$ cat config.mk
export PLATFORM = sky130hd
export DESIGN_NAME = ubff_framer
export DESIGN_NICKNAME = d
export VERILOG_FILES = /design/src/inc/ubff_pkg.sv /design/src/logic/ubff_srrc.sv /design/src/logic/ubff_framer.sv
export SDC_FILE = /design/constraint.sdc
export NUM_CORES = 1
export LEC_CHECK = 0
export BUFFER_PORTS_ARGS = -buffer_cell sky130_fd_sc_hd__buf_4
export CORE_MARGIN = 5
export CORE_UTILIZATION = 28
export DETAILED_ROUTE_END_ITERATION = 6
export SETUP_SLACK_MARGIN = 0.15
export SYNTH_ARGS = -nofsm -noshare
export SYNTH_HDL_FRONTEND = slang
export SYNTH_SLANG_ARGS = --single-unit
$ cat constraint.sdc
create_clock -name REF_CLK -period 7.1 [get_ports REF_CLK]
set_clock_uncertainty 0.2 [all_clocks]
set_input_delay 1.42 -clock REF_CLK [delete_from_list [all_inputs] [get_ports REF_CLK]]
set_output_delay 1.42 -clock REF_CLK [all_outputs]
set_load 0.02 [all_outputs]
$ cat src/inc/ubff_pkg.sv
// Shared constants, types and filter taps of the upstream burst framer
package ubff_pkg;

  localparam int          UBFF_BYTE_W   = 8;
  localparam int          UBFF_CNT_W    = 16;
  localparam int          UBFF_SYM_W    = 3;
  localparam int          UBFF_COEF_W   = 10;
  localparam int          UBFF_TAPS     = 9;
  localparam int          UBFF_ROLLOFF_PCT = 25;
  localparam int          UBFF_SCR_W    = 15;
  localparam logic [7:0]  UBFF_MIN_INFO = 8'h10;
  localparam logic [7:0]  UBFF_ZERO     = 8'h00;
  localparam logic [3:0]  UBFF_BPS_QPSK = 4'h2;
  localparam logic [3:0]  UBFF_BPS_QAM  = 4'h4;
  localparam logic [3:0]  UBFF_BYTE_BITS = 4'h8;

  // Square-root raised cosine, two samples per symbol, roll-off UBFF_ROLLOFF_PCT
  localparam logic signed [UBFF_COEF_W-1:0] UBFF_SRRC_COEF [UBFF_TAPS] = '{
    10'sh019, -10'sh051, -10'sh01f, 10'sh12a, 10'sh1ff,
    10'sh12a, -10'sh01f, -10'sh051, 10'sh019};

  // Constellation levels
  localparam logic signed [UBFF_SYM_W-1:0] UBFF_LVL_P3 = 3'sh3;
  localparam logic signed [UBFF_SYM_W-1:0] UBFF_LVL_P2 = 3'sh2;
  localparam logic signed [UBFF_SYM_W-1:0] UBFF_LVL_P1 = 3'sh1;
  localparam logic signed [UBFF_SYM_W-1:0] UBFF_LVL_0  = 3'sh0;

  typedef enum logic {UBFF_MOD_QPSK = 1'b0, UBFF_MOD_QAM16 = 1'b1} ubff_mod_t;
  typedef enum logic {UBFF_CW_FIXED = 1'b0, UBFF_CW_SHORT = 1'b1} ubff_cwmode_t;

  typedef enum logic [2:0] {
    UBFF_ST_IDLE  = 3'h0,
    UBFF_ST_WAIT  = 3'h1,
    UBFF_ST_PRE   = 3'h3,
    UBFF_ST_PLAN  = 3'h2,
    UBFF_ST_INFO  = 3'h6,
    UBFF_ST_PAR   = 3'h7,
    UBFF_ST_DRAIN = 3'h5
  } ubff_state_t;

  typedef struct packed {
    logic         fec_en;
    ubff_cwmode_t cw_mode;
    ubff_mod_t    modul;
    logic [7:0]   k;
    logic [7:0]   parity;
    logic [7:0]   guard_sym;
    logic [7:0]   grant_ms;
    logic [7:0]   ms_bytes;
    logic [7:0]   preamble;
    logic [15:0]  launch;
  } ubff_cfg_t;

endpackage : ubff_pkg

$ cat src/logic/ubff_srrc.sv
// Spectral shaping FIR for the I and Q symbol streams
`timescale 1ns/10ps
module ubff_srrc #(
  parameter int TAPS   = ubff_pkg::UBFF_TAPS,
  parameter int IN_W   = ubff_pkg::UBFF_SYM_W,
  parameter int COEF_W = ubff_pkg::UBFF_COEF_W,
  parameter int OUT_W  = 16
)(
  input  wire logic                    clk,
  input  wire logic                    rst_n,
  input  wire logic                    in_valid,
  input  wire logic signed [IN_W-1:0]  in_i,
  input  wire logic signed [IN_W-1:0]  in_q,
  output logic signed [OUT_W-1:0]      out_i,
  output logic signed [OUT_W-1:0]      out_q,
  output logic                         out_valid
);
  import ubff_pkg::*;

  localparam int ACC_W = IN_W + COEF_W + $clog2(TAPS);

  generate
    if (TAPS != UBFF_TAPS || COEF_W != UBFF_COEF_W || OUT_W > ACC_W)
    begin : g_chk
      $error("ubff_srrc: unsupported parameters");
    end
  endgenerate

  ////////////////////////////////////////////////////////////////////////////
  // Delay line, products and running sums
  genvar g;
  generate
    for (g = 0; g < TAPS; g++)
    begin : g_tap
      logic signed [IN_W-1:0]  di_q;
      logic signed [IN_W-1:0]  dq_q;
      logic signed [ACC_W-1:0] si;
      logic signed [ACC_W-1:0] sq;
      wire logic signed [IN_W-1:0] prev_i = (g == 0) ? in_i : g_tap[(g == 0) ? 0 : g-1].di_q;
      wire logic signed [IN_W-1:0] prev_q = (g == 0) ? in_q : g_tap[(g == 0) ? 0 : g-1].dq_q;
      wire logic signed [ACC_W-1:0] pi = ACC_W'(di_q) * ACC_W'(UBFF_SRRC_COEF[g]);
      wire logic signed [ACC_W-1:0] pq = ACC_W'(dq_q) * ACC_W'(UBFF_SRRC_COEF[g]);
      always_ff @(posedge clk or negedge rst_n)
      begin
        if (!rst_n)
        begin
          di_q <= '0;
          dq_q <= '0;
        end
        else if (in_valid)
        begin
          di_q <= prev_i;
          dq_q <= prev_q;
        end
      end
      if (g == 0)
      begin : g_first
        assign si = pi;
        assign sq = pq;
      end
      else
      begin : g_next
        assign si = g_tap[g-1].si + pi;
        assign sq = g_tap[g-1].sq + pq;
      end
    end
  endgenerate

  ////////////////////////////////////////////////////////////////////////////
  // Registered output, one sample after each input
  always_ff @(posedge clk or negedge rst_n)
  begin
    if (!rst_n)
    begin
      out_i     <= '0;
      out_q     <= '0;
      out_valid <= 1'b0;
    end
    else
    begin
      out_valid <= in_valid;
      if (in_valid)
      begin
        out_i <= g_tap[TAPS-1].si[OUT_W-1:0];
        out_q <= g_tap[TAPS-1].sq[OUT_W-1:0];
      end
    end
  end

endmodule : ubff_srrc

$ cat src/logic/ubff_framer.sv
// Upstream burst framer: blocking, codeword fill, scramble, preamble, map, shape
// Notes on behaviour
// - With coding on, exactly one mode: fixed codewords or shortened last codeword.
// - Every codeword carries at least sixteen information bytes.
// - Fixed mode zero-fills to k, then adds zero codewords while they fit.
// - Shortened mode encodes burst bytes in k-byte blocks until leftover.
// - Shortened last codeword has at least sixteen bytes; requester sizes grant.
// - Shortened mode zero-fills up to the end of the allocation.
// - Zero full codewords first, then one shortened zero codeword if room.
// - Fewer than sixteen bytes left after full codewords: no shortened codeword.
// - Order: block, encode, scramble, preamble, map, filter, modulate. Here parity bytes are zeros ahead of the scrambler and output stops at the filter.
// - Coding may be switched off; blocks pass with no parity bytes.
// - Map to QPSK or 16QAM and start each burst at its scheduled time.
// - Shaping filter is square-root raised cosine with roll-off 0.25.
`timescale 1ns/10ps
module ubff_framer #(
  parameter int                           SYM_DIV  = 16,
  parameter logic [ubff_pkg::UBFF_SCR_W-1:0] SCR_SEED = 15'h0001,
  parameter logic [ubff_pkg::UBFF_SCR_W-1:0] SCR_TAPS = 15'h6000,
  parameter logic [7:0]                   PRE_BYTE = 8'hcc,
  parameter int                           OUT_W    = 16
)(
  input  wire logic               REF_CLK,
  input  wire logic               NRST,
  input  wire ubff_pkg::ubff_cfg_t CFG,
  input  wire logic               CFG_VALID,
  output logic                    CFG_READY,
  output logic                    CFG_ERR,
  input  wire logic [7:0]         S_DATA,
  input  wire logic               S_VALID,
  input  wire logic               S_LAST,
  output logic                    S_READY,
  output logic signed [OUT_W-1:0] TX_I,
  output logic signed [OUT_W-1:0] TX_Q,
  output logic                    TX_VALID,
  output logic                    TX_ON,
  output logic                    UNDERRUN,
  output logic                    OVERRUN
);
  import ubff_pkg::*;

  localparam int DIV_W = $clog2(SYM_DIV);
  localparam logic [DIV_W-1:0] HALF_M1 = DIV_W'(SYM_DIV / 2 - 1);

  generate
    if (SYM_DIV < 4 || (SYM_DIV % 2) != 0)
    begin : g_chk
      $error("ubff_framer: SYM_DIV must be even and at least 4");
    end
  endgenerate

  ////////////////////////////////////////////////////////////////////////////
  // Reset release
  logic [1:0] rst_sync_q;
  always_ff @(posedge REF_CLK or negedge NRST)
  begin
    if (!NRST)
      rst_sync_q <= 2'b00;
    else
      rst_sync_q <= {rst_sync_q[0], 1'b1};
  end
  wire logic rst_n = rst_sync_q[1];

  ////////////////////////////////////////////////////////////////////////////
  // Sample and symbol enables, symbol time
  logic [DIV_W-1:0]      div_q;
  logic                  ph_q;
  logic [UBFF_CNT_W-1:0] sym_cnt_q;
  wire logic sample_en = (div_q == HALF_M1);
  wire logic sym_en    = sample_en & ~ph_q;

  always_ff @(posedge REF_CLK or negedge rst_n)
  begin
    if (!rst_n)
    begin
      div_q     <= '0;
      ph_q      <= 1'b0;
      sym_cnt_q <= '0;
    end
    else
    begin
      div_q <= sample_en ? '0 : div_q + 1'b1;
      if (sample_en)
        ph_q <= ~ph_q;
      if (sym_en)
        sym_cnt_q <= sym_cnt_q + 1'b1;
    end
  end

  ////////////////////////////////////////////////////////////////////////////
  // State and burst registers
  ubff_state_t           st_q;
  ubff_state_t           st_d;
  ubff_cfg_t             cfg_q;
  logic [UBFF_CNT_W-1:0] rem_q;
  logic [7:0]            left_q;
  logic                  done_q;
  logic [UBFF_SCR_W-1:0] scr_q;
  logic [7:0]            sh_q;
  logic [3:0]            bl_q;

  // Grant capacity in bytes, minus guard time and preamble
  wire logic [UBFF_CNT_W-1:0] grant_b = UBFF_CNT_W'(CFG.grant_ms) * UBFF_CNT_W'(CFG.ms_bytes);
  wire logic [8:0] guard_b9 = (CFG.modul == UBFF_MOD_QAM16) ? ({1'b0, CFG.guard_sym} + 9'h001) >> 1
                                                           : ({1'b0, CFG.guard_sym} + 9'h003) >> 2;
  wire logic [UBFF_CNT_W-1:0] ovh_b = UBFF_CNT_W'(guard_b9) + UBFF_CNT_W'(CFG.preamble);
  wire logic [UBFF_CNT_W-1:0] rem0  = (grant_b > ovh_b) ? grant_b - ovh_b : '0;
  wire logic cfg_ok   = CFG.k >= UBFF_MIN_INFO;
  wire logic cfg_take = CFG_VALID & (st_q == UBFF_ST_IDLE);

  // Codeword planning at each codeword boundary
  wire logic [UBFF_CNT_W-1:0] par_w = UBFF_CNT_W'(cfg_q.parity);
  wire logic [UBFF_CNT_W-1:0] avail = (rem_q >= par_w) ? rem_q - par_w : '0;
  wire logic full_fit  = avail >= UBFF_CNT_W'(cfg_q.k);
  wire logic short_fit = (cfg_q.cw_mode == UBFF_CW_SHORT) & (avail >= UBFF_CNT_W'(UBFF_MIN_INFO));
  wire logic plan_go   = full_fit | short_fit;
  wire logic [7:0] plan_len = full_fit ? cfg_q.k : avail[7:0];

  // Byte stream feeding the mapper
  wire logic tx_on   = (st_q != UBFF_ST_IDLE) & (st_q != UBFF_ST_WAIT);
  wire logic emit_st = (st_q == UBFF_ST_PRE) | (st_q == UBFF_ST_INFO) | (st_q == UBFF_ST_PAR);
  wire logic take    = sym_en & emit_st & (bl_q == 4'h0);
  wire logic in_info = st_q == UBFF_ST_INFO;
  wire logic want    = take & in_info & ~done_q;
  wire logic got     = want & S_VALID;
  wire logic last_in = got & S_LAST;
  wire logic data_end = done_q | last_in;
  wire logic [7:0] raw_b = (st_q == UBFF_ST_PRE) ? PRE_BYTE : (got ? S_DATA : UBFF_ZERO);

  function automatic logic [UBFF_SCR_W+7:0] scr_step(input logic [UBFF_SCR_W-1:0] s,
                                                      input logic [7:0] d);
    logic [UBFF_SCR_W-1:0] t;
    logic [7:0]            o;
    logic                  fb;
    t = s;
    o = d;
    for (int i = 7; i >= 0; i--)
    begin
      fb   = ^(t & SCR_TAPS);
      o[i] = d[i] ^ fb;
      t    = {t[UBFF_SCR_W-2:0], fb};
    end
    return {t, o};
  endfunction : scr_step

  wire logic [UBFF_SCR_W+7:0] scr_r = scr_step(scr_q, raw_b);
  wire logic scr_on = st_q != UBFF_ST_PRE;
  wire logic [7:0] tx_byte = scr_on ? scr_r[7:0] : raw_b;

  ////////////////////////////////////////////////////////////////////////////
  // Burst sequencing
  always_comb
  begin
    st_d = st_q;
    case (st_q)
      UBFF_ST_IDLE:
        if (cfg_take & cfg_ok)
          st_d = UBFF_ST_WAIT;
      UBFF_ST_WAIT:
        if (sym_en & (sym_cnt_q == cfg_q.launch))
          st_d = (cfg_q.preamble != UBFF_ZERO) ? UBFF_ST_PRE
               : (cfg_q.fec_en ? UBFF_ST_PLAN : UBFF_ST_INFO);
      UBFF_ST_PRE:
        if (take & (left_q == 8'h01))
          st_d = cfg_q.fec_en ? UBFF_ST_PLAN : UBFF_ST_INFO;
      UBFF_ST_PLAN:
        st_d = plan_go ? UBFF_ST_INFO : UBFF_ST_DRAIN;
      UBFF_ST_INFO:
        if (take & ~cfg_q.fec_en & data_end)
          st_d = UBFF_ST_DRAIN;
        else if (take & cfg_q.fec_en & (left_q == 8'h01))
          st_d = (cfg_q.parity != UBFF_ZERO) ? UBFF_ST_PAR : UBFF_ST_PLAN;
      UBFF_ST_PAR:
        if (take & (left_q == 8'h01))
          st_d = UBFF_ST_PLAN;
      UBFF_ST_DRAIN:
        if (sym_en & (bl_q == 4'h0))
          st_d = UBFF_ST_IDLE;
      default:
        st_d = UBFF_ST_IDLE;
    endcase
  end

  always_ff @(posedge REF_CLK or negedge rst_n)
  begin
    if (!rst_n)
    begin
      st_q   <= UBFF_ST_IDLE;
      cfg_q  <= '0;
      rem_q  <= '0;
      left_q <= '0;
      done_q <= 1'b0;
      scr_q  <= '0;
    end
    else
    begin
      st_q <= st_d;
      if (cfg_take)
      begin
        cfg_q  <= CFG;
        rem_q  <= rem0;
        left_q <= CFG.preamble;
        done_q <= 1'b0;
        scr_q  <= SCR_SEED;
      end
      else
      begin
        if (last_in)
          done_q <= 1'b1;
        if (take & scr_on)
          scr_q <= scr_r[UBFF_SCR_W+7:8];
        if (take & (st_q != UBFF_ST_PRE) & (rem_q != '0))
          rem_q <= rem_q - 1'b1;
        if (st_q == UBFF_ST_PLAN)
          left_q <= plan_len;
        else if (take & in_info & (left_q == 8'h01))
          left_q <= cfg_q.parity;
        else if (take)
          left_q <= left_q - 1'b1;
      end
    end
  end

  ////////////////////////////////////////////////////////////////////////////
  // Symbol mapper
  wire logic       qam   = cfg_q.modul == UBFF_MOD_QAM16;
  wire logic [3:0] bps   = qam ? UBFF_BPS_QAM : UBFF_BPS_QPSK;
  wire logic [7:0] cur_b = (bl_q == 4'h0) ? tx_byte : sh_q;
  wire logic sym_act = take | (sym_en & (bl_q != 4'h0));

  function automatic logic signed [UBFF_SYM_W-1:0] lvl16(input logic [1:0] b);
    case (b)
      2'b00:   return UBFF_LVL_P3;
      2'b01:   return UBFF_LVL_P1;
      2'b11:   return -UBFF_LVL_P1;
      default: return -UBFF_LVL_P3;
    endcase
  endfunction : lvl16

  wire logic signed [UBFF_SYM_W-1:0] sym_i = qam ? lvl16(cur_b[7:6])
                                           : (cur_b[7] ? -UBFF_LVL_P2 : UBFF_LVL_P2);
  wire logic signed [UBFF_SYM_W-1:0] sym_q = qam ? lvl16(cur_b[5:4])
                                           : (cur_b[6] ? -UBFF_LVL_P2 : UBFF_LVL_P2);
  wire logic signed [UBFF_SYM_W-1:0] fir_i = sym_act ? sym_i : UBFF_LVL_0;
  wire logic signed [UBFF_SYM_W-1:0] fir_q = sym_act ? sym_q : UBFF_LVL_0;

  always_ff @(posedge REF_CLK or negedge rst_n)
  begin
    if (!rst_n)
    begin
      sh_q <= '0;
      bl_q <= '0;
    end
    else if (sym_act)
    begin
      sh_q <= cur_b << bps;
      bl_q <= ((bl_q == 4'h0) ? UBFF_BYTE_BITS : bl_q) - bps;
    end
  end

  ////////////////////////////////////////////////////////////////////////////
  // Flags and shaping
  always_ff @(posedge REF_CLK or negedge rst_n)
  begin
    if (!rst_n)
    begin
      CFG_ERR  <= 1'b0;
      UNDERRUN <= 1'b0;
      OVERRUN  <= 1'b0;
    end
    else
    begin
      CFG_ERR <= cfg_take & ~cfg_ok;
      if (want & ~S_VALID)
        UNDERRUN <= 1'b1;
      else if (cfg_take)
        UNDERRUN <= 1'b0;
      if ((st_q == UBFF_ST_PLAN) & ~plan_go & ~done_q)
        OVERRUN <= 1'b1;
      else if (cfg_take)
        OVERRUN <= 1'b0;
    end
  end

  assign CFG_READY = st_q == UBFF_ST_IDLE;
  assign S_READY   = want;
  assign TX_ON     = tx_on;

  ubff_srrc #(
    .TAPS   (UBFF_TAPS),
    .IN_W   (UBFF_SYM_W),
    .COEF_W (UBFF_COEF_W),
    .OUT_W  (OUT_W)
  ) u_srrc (
    .clk       (REF_CLK),
    .rst_n     (rst_n),
    .in_valid  (sample_en),
    .in_i      (fir_i),
    .in_q      (fir_q),
    .out_i     (TX_I),
    .out_q     (TX_Q),
    .out_valid (TX_VALID)
  );

endmodule : ubff_framer

==> out/metrics.yaml, run 1 <==
global_route:
  grt_pass1_wl_mm: 86.3
  antenna_found_initial: 5
  grt_overflow: 0
  gr-usage-all-layers_pct: 13.0
  grt_pass1_vias: 16100
  grt_start_max_net_pins: 158
cells_and_area:
  final_cell_mix: "411 x inv_1, 296 x nand2_1, 237 x ha_1"
  post-route-util_pct: 31.6
  final_layout_size_suffix_gt1_share_pct: 8.99
  n_fill_cell: 8206
  area_growth_pct: 12.1
  fin_cells: 3501
  nets: 2999
  final_common_cell: "inv_1"
routing:
  drt_iter0_drc: 696
  wl_per_cell_um: 15.1
  wirelength_mm: 52.7
  num_vias: 15700
  drc_errors: 0
  dr.pass1.iters: 5
  via_per_inst: 4.48
  final_antenna_net_count: 0
logic_synthesis:
  async_reset_ff_share_pct: 100
  synth_seq_area_share_pct: 22.9
  syn_nets: 2906
  ys_ff_latch: 200
  synth_cells: 2353
  synth_cell_types: 96
  synth_area_mm2: 0.0218
  synth.avg_cell_area_um2: 9.27
  synth_edf_count: 0
  ys.warnings.count: 0
  synth_top_flop_cell: "dfrtp_1"
critical_path:
  cp_max_fo: 9
  timing_worst_setup_path_type: "register to register"
  cp-end-kind: "register"
  reg2reg_to: "u_srrc.out_q[14]"
  crit_path_max_incr_delay_ps: 550
  crit_path_frequent_cell: "ha_1"
  cpMaxStageDelayCell: "fa_1"
  cp.required_ps: 7230
  reg2reg_from: "u_srrc.g_tap[4].dq_q[0]"
  r2r_cells: 25
  arrival_ps: 6700
  cpLargestDelayFamily: "adder cells"
  startpoint_type: "register"
  path_depth: 25
  critPathBufInv: 5
  regToRegSetupSlack_ps: 530
clock_tree:
  cts_buffers: 17
  clkSlewWorstSetupHoldPaths_ps: 80
  cts_tree: "yes"
  clock-sinks: 200
  h-tree-depth: 4
  root_buffer: "clkbuf_16"
  cts_hold_buf: 0
  cts_buffer_depth: 2
  clk-insertion-delay-late_ps: 490
placement:
  dp_hpwl_mm: 43.5
  dp_cells: 3467
  gp_congestion: 0.869
  io_buffer_count: 118
  dp_slack_ps: 409
timing:
  finalCriticalPeriod_ps: 6570
  maxSlewHeadroom_pct: 21.0
  timing.setup.tns_ps: 0
  setup-violations-final: 0
  fmax_mhz: 152
  slew_viol_final: 0
  final.setup.worst_slack_ps: 528
  period_share_pct: 92.6
  worstMarginPinSlew_ps: 1180
  hold_viol_final: 0
  rsz0062_at_grt: "no"
floorplan:
  ios: 119
  initial_core_util_pct: 28.2
  fp.dieH_um: 289
  core_mm2: 0.0773
  rows: 102
  dieArea_mm2: 0.0836
  die_x_um: 289
hold_path:
  hold_class: "register to async pin"
run:
  drv_cap: 0
power:
  p_per_area_mw_per_mm2: 137
  fin_total_pwr_w: 0.00334
  worst_ir_drop_vdd_uv: 198
  leakagePower_nw: 11.7
run_status:
  status: "completed"
==> kinds of logic after synthesis <==
kind of cell / synth area share, %
AOI/OAI and AO/OA: 11.7
xor gates and xnor gates: 7.76
muxes: 0.344
buffers and inverters: 8.21
adders and majority gates: 35.3
other: 0.0172
and+or+nand+nor: 13.8
DFF: 22.9
==> state kept, by name, summed over array words and instances, names as in the netlist, 3 cells and up <==
register / count
u_srrc.out_q: 16
cfg_q: 42
u_srrc.g_tap.di_q: 18
div_q: 4
sym_cnt_q: 16
sh_q: 8
rem_q: 16
scr_q: 15
st_q: 3
u_srrc.out_i: 15
bl_q: 3
u_srrc.g_tap.dq_q: 27
left_q: 8
==> stage by stage <==
step | hold slack, ps | instance area [um^2]
final | 130 | 24500
after global routing | 166 | 24400
after CTS | 162 | 24400
after detailed placement | 143 | 23800
after global placement | 133 | 23800
after floorplan | 131 | 21800
==> power by group <==
part,switching (W),internal (W)
combinational,0.000660,0.000502
clock,0.000528,0.000504
sequential,0.00000522,0.00114
total,0.00119,0.00214
==> repair_timing <==
item | CTS | global route
hold endpoints to repair | 0 | 0
resized for setup | 0 | 3
setup buffers | 0 | 0
endpoints found under the setup margin | 0 | 5
==> worst max-delay path by stage <==
| stage | start | endpoint | slack [ps] |
|---|---|---|---|
| floorplan | CFG[28] | rem_q[0] | 880 |
| global placement | CFG[28] | rem_q[5] | 440 |
| detailed placement | u_srrc.g_tap[4].dq_q[0] | u_srrc.out_q[15] | 410 |
| CTS | u_srrc.g_tap[4].dq_q[0] | u_srrc.out_q[15] | 390 |
| global route | u_srrc.g_tap[7].dq_q[0] | u_srrc.out_q[14] | 200 |
| finish | u_srrc.g_tap[4].dq_q[0] | u_srrc.out_q[14] | 530 |
==> synth_stat cells (13+ instances only) <==
cell / instances / area (um^2)
nand3_1: 44 / 220
dfrtp_1: 200 / 5000
nand4_1: 16 / 100
nand2b_1: 13 / 81.3
clkbuf_1: 38 / 143
fa_1: 236 / 4720
nor2_1: 87 / 327
nor3_1: 30 / 150
o21ai_1: 17 / 85.1
a21o_1: 20 / 150
xor2_1: 67 / 587
a21oi_1: 68 / 340
and2_1: 66 / 413
ha_1: 237 / 2970
o22ai_1: 14 / 87.6
o21ai_0: 133 / 666
inv_1: 412 / 1550
a31oi_1: 23 / 144
nand2_1: 297 / 1110
xnor2_1: 120 / 1050
==> per-layer routing <==
metal | track usage, % | wire [um] | vias to the layer above
met4 | 3.32 | 911 | 6
li1 | - | - | 7779
met2 | 22.1 | 25600 | 220
met1 | 17.0 | 24100 | 7619
met3 | 2.51 | 2130 | 47
met5 | 0 | 41 | -
==> final cells by class <==
class	count	area, um^2	area share [%]
Antenna cell	2	5.00	0.0205
Multi-Input combinational cell	1687	15000	61.5
Clock buffer	17	425	1.74
Tap cell	1040	1300	5.32
Sequential cell	200	5010	20.5
Inverter	413	1550	6.34
Timing Repair Buffer	127	966	3.95
Clock inverter	15	169	0.691
Note: power is estimated with default switching activity, not from simulation.
==> run 2: changes to the inputs <==
clock period = 6.8 ns   (was 7.1 ns; I/O delays follow)
==> run 2 against run 1 <==
Net effect:
- sequential power grew 5%
- largest power group unchanged
- worst hold slack gained 21 ps
- non-clock buffer count rose by 16
- fmax grew 2.3%
- sequential share of layout area is 0.15 points lower
- wire length grew 0.74%
- utilization rose by 0.25 points
- largest cell class unchanged
- die area is the same
- global-route usage is 0.15 points higher
- count of clock-buffer cells in the layout is 3 higher
==> out/metrics.yaml, run 2 (synthesis gave the netlist of run 1 again) <==
run_status:
  status: "completed"
cells_and_area:
  largest-register: "cfg_q"
  final_layout_size_suffix_gt1_share_pct: 9.82
  largest_reg_flops: 42
  final_common_cell: "inv_1"
  final_cell_mix: "411 x inv_1, 296 x nand2_1, 237 x ha_1"
  nets: 3015
  area_growth_pct: 13.0
  reg_top3: "cfg_q x42, u_srrc.g_tap.dq_q x27, u_srrc.g_tap.di_q x18"
  finalInstanceArea_mm2: 0.0246
global_route:
  grt_start_max_net_pins: 137
  gr-usage-all-layers_pct: 13.1
  grt_pass1_wl_mm: 86.7
  grt_pass1_vias: 16200
  grt_overflow: 0
  antenna_found_initial: 3
critical_path:
  arrival_ps: 6560
  cp.required_ps: 6940
  reg2reg_from: "u_srrc.g_tap[4].dq_q[0]"
  cp_max_fo: 6
  startpoint_type: "register"
  r2r_cells: 27
  regToRegSetupSlack_ps: 380
  timing_worst_setup_path_type: "register to register"
  reg2reg_to: "u_srrc.out_q[15]"
  cp-end-kind: "register"
timing:
  fmax_mhz: 156
  rsz0062_at_grt: "yes"
  holdWs_ps: 151
  maxSlewHeadroom_pct: 27.9
  slew_viol_final: 0
  setup-violations-final: 0
  period_share_pct: 94.5
  hold_viol_final: 0
  final.setup.worst_slack_ps: 376
  finalCriticalPeriod_ps: 6420
  worstMarginPinSlew_ps: 1070
  timing.setup.tns_ps: 0
floorplan:
  fp.dieH_um: 289
  core_mm2: 0.0773
  ios: 119
  initial_core_util_pct: 28.2
  dieArea_mm2: 0.0836
  rows: 102
  die_x_um: 289
clock_tree:
  clkSlewWorstSetupHoldPaths_ps: 80
  clock-sinks: 200
  cts_buffer_depth: 2
  cts_hold_buf: 0
  cts_buffers: 17
  clk-insertion-delay-late_ps: 490
  cts_tree: "yes"
  root_buffer: "clkbuf_16"
  h-tree-depth: 4
placement:
  dp_hpwl_mm: 43.7
  gp_congestion: 0.863
  dpl_cell_area_mm2: 0.0240
  io_buffer_count: 118
  dp_slack_ps: 206
power:
  worst_ir_drop_vdd_uv: 188
  p_per_area_mw_per_mm2: 143
  fin_total_pwr_w: 0.00353
  leakagePower_nw: 11.8
hold_path:
  holdCritStartpoint: "rst_sync_q[0]"
  min_to: "rst_sync_q[1]"
  hold_path_depth: 0
  hold_class: "register to register"
run:
  drv_cap: 0
routing:
  drt_iter0_drc: 662
  drc_errors: 0
  wl_per_cell_um: 15.1
  via_per_inst: 4.49
  final_antenna_net_count: 0
  dr.pass1.iters: 5
  wirelength_mm: 53.1
  num_vias: 15800
[run 2: cell count changes in the layout (fill, tap and decap cells not counted), moves of 4 or more]
cell,delta
buf_4,+15
inv_8,-4
o21ai_0,-4
o21ai_1,+4
[run 2: final cells by class]
| type | count | area [um^2] |
|---|---|---|
| inverters | 413 | 1550 |
| repair buffers | 143 | 1100 |
| fillers | 8108 | 52700 |
| clock inverters | 12 | 163 |
| well taps | 1040 | 1300 |
| diodes | 1 | 2.50 |
| multi-input cells | 1687 | 15100 |
| clock buffers | 20 | 457 |
| flip-flops and latches | 200 | 5010 |
[run 2: worst max-delay path by stage]
stage                                  startpoint                to  slack [ps]  cells past startpoint
after floorplan           u_srrc.g_tap[7].dq_q[0]  u_srrc.out_q[15]         600                     25
after global placement                    CFG[28]         rem_q[15]         240                     21
after detailed placement                  CFG[28]         rem_q[15]         210                     21
after CTS                 u_srrc.g_tap[4].dq_q[0]  u_srrc.out_q[15]         250                     27
after global routing      u_srrc.g_tap[4].dq_q[0]  u_srrc.out_q[15]          40                     27
final                     u_srrc.g_tap[4].dq_q[0]  u_srrc.out_q[15]         380                     27
[run 2: metal layers]
| layer | global-route usage [%] | part of all wire, % |
|---|---|---|
| met1 | 17.3 | 46 |
| met2 | 22.1 | 48 |
| met3 | 2.65 | 4.0 |
| met4 | 3.56 | 2.1 |
| met5 | 0 | 0.051 |
[run 2: power breakdown]
group | internal, W | total [W] | switching (W) | leakage (nW)
clock | 0.000603 | 0.00112 | 0.000519 | 0.292
sequential | 0.00119 | 0.00120 | 0.00000819 | 2.29
combinational | 0.000527 | 0.00121 | 0.000686 | 9.25
[run 2: metrics by stage]
stage	util, %	cells
floorplan	-	2353
CTS	31.8	3512
detailed placement	31.0	3480
finish	31.9	3516
global placement	31.0	3480
global route	31.9	3515
[run 2: critical path, stage by stage, from the launching register on]
cell and delay, ps:
dfrtp_1 380, inv_1 120, buf_4 160, ha_1 160, inv_1 60, ha_1 160, nand2b_1 140, ha_1 200
ha_1 180, or2_2 310, ha_1 280, inv_1 100, fa_1 550, inv_1 50, fa_1 460, fa_1 540
inv_1 50, fa_1 530, inv_1 40, ha_1 340, nand3_1 90, o211ai_1 260, o21ai_1 160, o21ai_0 230
nor3_2 70, o31ai_1 240, xnor2_1 140, o21ai_0 80
[run 2: timing repair]
action	4_1_cts	5_1_grt
resized for setup	0	16
endpoints found under the setup margin	0	7
setup buffers	0	3
==> run 3: changes to the inputs <==
CELL_PAD_IN_SITES_DETAIL_PLACEMENT = 1   (was default)
CELL_PAD_IN_SITES_GLOBAL_PLACEMENT = 2   (was default)
PLACE_DENSITY_LB_ADDON = 0.1   (was default)
REMOVE_ABC_BUFFERS = 1   (was default)
==> run 3 against run 2 <==
Net effect:
- non-clock buffer count is 8 higher
- combinational power is 7% higher
- utilization is 0.17 points higher
- critical path type unchanged
- largest cell class unchanged
==> out/metrics.yaml, run 3 (synthesis gave the netlist of run 1 again) <==
clock_tree:
  h-tree-depth: 4
  cts_buffers: 17
  cts_buffer_depth: 2
  cts_hold_buf: 0
  root_buffer: "clkbuf_16"
  clkSlewWorstSetupHoldPaths_ps: 90
  clock-sinks: 200
  cts_tree: "yes"
  clk-insertion-delay-late_ps: 500
placement:
  dp_hpwl_mm: 52.4
  gp_congestion: 0.811
  io_buffer_count: 118
  dpl_cell_area_mm2: 0.0240
power:
  switching_power_w: 0.00136
  p_per_area_mw_per_mm2: 145
  p_clk_share_pct: 30.7
  fin_total_pwr_w: 0.00358
  leakagePower_nw: 11.9
  combPwrFrac_pct: 35.9
  sequentialPowerShare_pct: 33.4
  p_int_w: 0.00222
  worst_ir_drop_vdd_uv: 197
  swShare_pct: 38.1
cells_and_area:
  nets: 3023
  n_fill_cell: 8947
  final_layout_size_suffix_gt1_share_pct: 10.8
  largest-register: "cfg_q"
  final_cell_mix: "408 x inv_1, 296 x nand2_1, 236 x fa_1"
  final_common_cell: "inv_1"
  area_growth_pct: 13.6
  reg_top3: "cfg_q x42, u_srrc.g_tap.dq_q x27, u_srrc.g_tap.di_q x18"
  largest_reg_flops: 42
  antennaDiodeCount: 0
  finalInstanceArea_mm2: 0.0248
critical_path:
  critPathBufInv: 5
  cpMaxStageDelayCell: "fa_1"
  arrival_ps: 6440
  crit_path_max_incr_delay_ps: 540
  cp_max_fo: 5
  startpoint_type: "register"
  cp-end-kind: "register"
  cp.required_ps: 6950
  timing_worst_setup_path_type: "register to register"
  cpLargestDelayFamily: "adder cells"
timing:
  worstMarginPinSlew_ps: 1090
  finalCriticalPeriod_ps: 6290
  fmax_mhz: 159
  hold_viol_final: 0
  maxSlewHeadroom_pct: 27.4
  slew_viol_final: 0
  setup-violations-final: 0
  period_share_pct: 92.5
  rsz0062_at_grt: "yes"
  holdWs_ps: 171
  timing.setup.tns_ps: 0
hold_path:
  hold_class: "register to register"
global_route:
  gr-usage-all-layers_pct: 15.6
  grt_start_max_net_pins: 151
  grt_overflow: 0
  grt_pass1_wl_mm: 102
  grt_pass1_vias: 18100
  antenna_found_initial: 0
routing:
  drc_errors: 0
  num_vias: 16100
  dr.pass1.iters: 4
  via_per_inst: 4.57
  final_antenna_net_count: 0
  drt_iter0_drc: 480
  wl_per_cell_um: 17.9
  wirelength_mm: 63.2
floorplan:
  die_x_um: 289
  dieArea_mm2: 0.0836
  core_mm2: 0.0773
  fp.dieH_um: 289
  initial_core_util_pct: 28.2
  ios: 119
  rows: 102
run:
  drv_cap: 0
run_status:
  status: "completed"
-- run 3: changes by cell type in the layout (fill, tap and decap cells not counted), sizes merged --
| cell | change |
|---|---|
| diode | -1 |
| clkinvlp | -2 |
| buf | +8 |
| bufinv | -3 |
| clkinv | +9 |
| inv | -1 |
| clkbuf | -3 |
-- run 3: power by group through the flow --
stage	clock, W	combinational [W]	sequential (W)
4_1_cts	0.00116	0.00132	0.00120
5_1_grt	0.00120	0.00145	0.00120
2_1_floorplan	0	0.000945	0.00123
3_5_place_dp	0	0.00131	0.00122
3_3_place_gp	0	0.00129	0.00122
6_report	0.00110	0.00129	0.00120
-- run 3: final timing paths --
kind	slack, ps	start	cells after the start	to
worst max-delay path	510	u_srrc.g_tap[7].dq_q[1]	25	u_srrc.out_q[14]
worst min-delay path	170	rst_sync_q[0]	0	rst_sync_q[1]
worst max register to register	510	u_srrc.g_tap[7].dq_q[1]	25	u_srrc.out_q[14]
worst min register to register	170	rst_sync_q[0]	0	rst_sync_q[1]
max in group asynchronous	4810	rst_sync_q[1]	1	u_srrc.out_i[15]
min in group asynchronous	210	rst_sync_q[1]	0	CFG_ERR
-- run 3: what timing repair did --
item	4_1_cts	5_1_grt
endpoints found under the setup margin	2	9
buffers inserted	0	2
resized for setup	2	31
pin swaps	0	7
-- run 3: cell type report --
class                      instances  area, um^2  area share (%)
clock buffer                      17         425            1.72
clock inverter                    15         184           0.742
inverter                         413        1550            6.27
multi-input combinational       1687       15100            61.1
sequential                       200        5010            20.2
tap                             1040        1300            5.25
timing repair buffer             151        1160            4.68
-- run 3: routing by layer --
metal	global-route usage (%)	vias to the layer above	wire (um)
met2	28.9	89	33800
li1	-	7826	-
met3	2.16	30	1120
met1	19.6	8169	27700
met5	0	-	0
met4	2.74	0	585
-- run 3: per-stage QoR --
stage / util [%] / worst slack, ps / instances
after floorplan: - / 378 / 2300
after global placement: 31.1 / 159 / 3489
after detailed placement: 31.1 / 138 / 3489
after CTS: 31.9 / 240 / 3521
after global routing: 32.0 / 45.5 / 3523
final: 32.0 / 510 / 3523
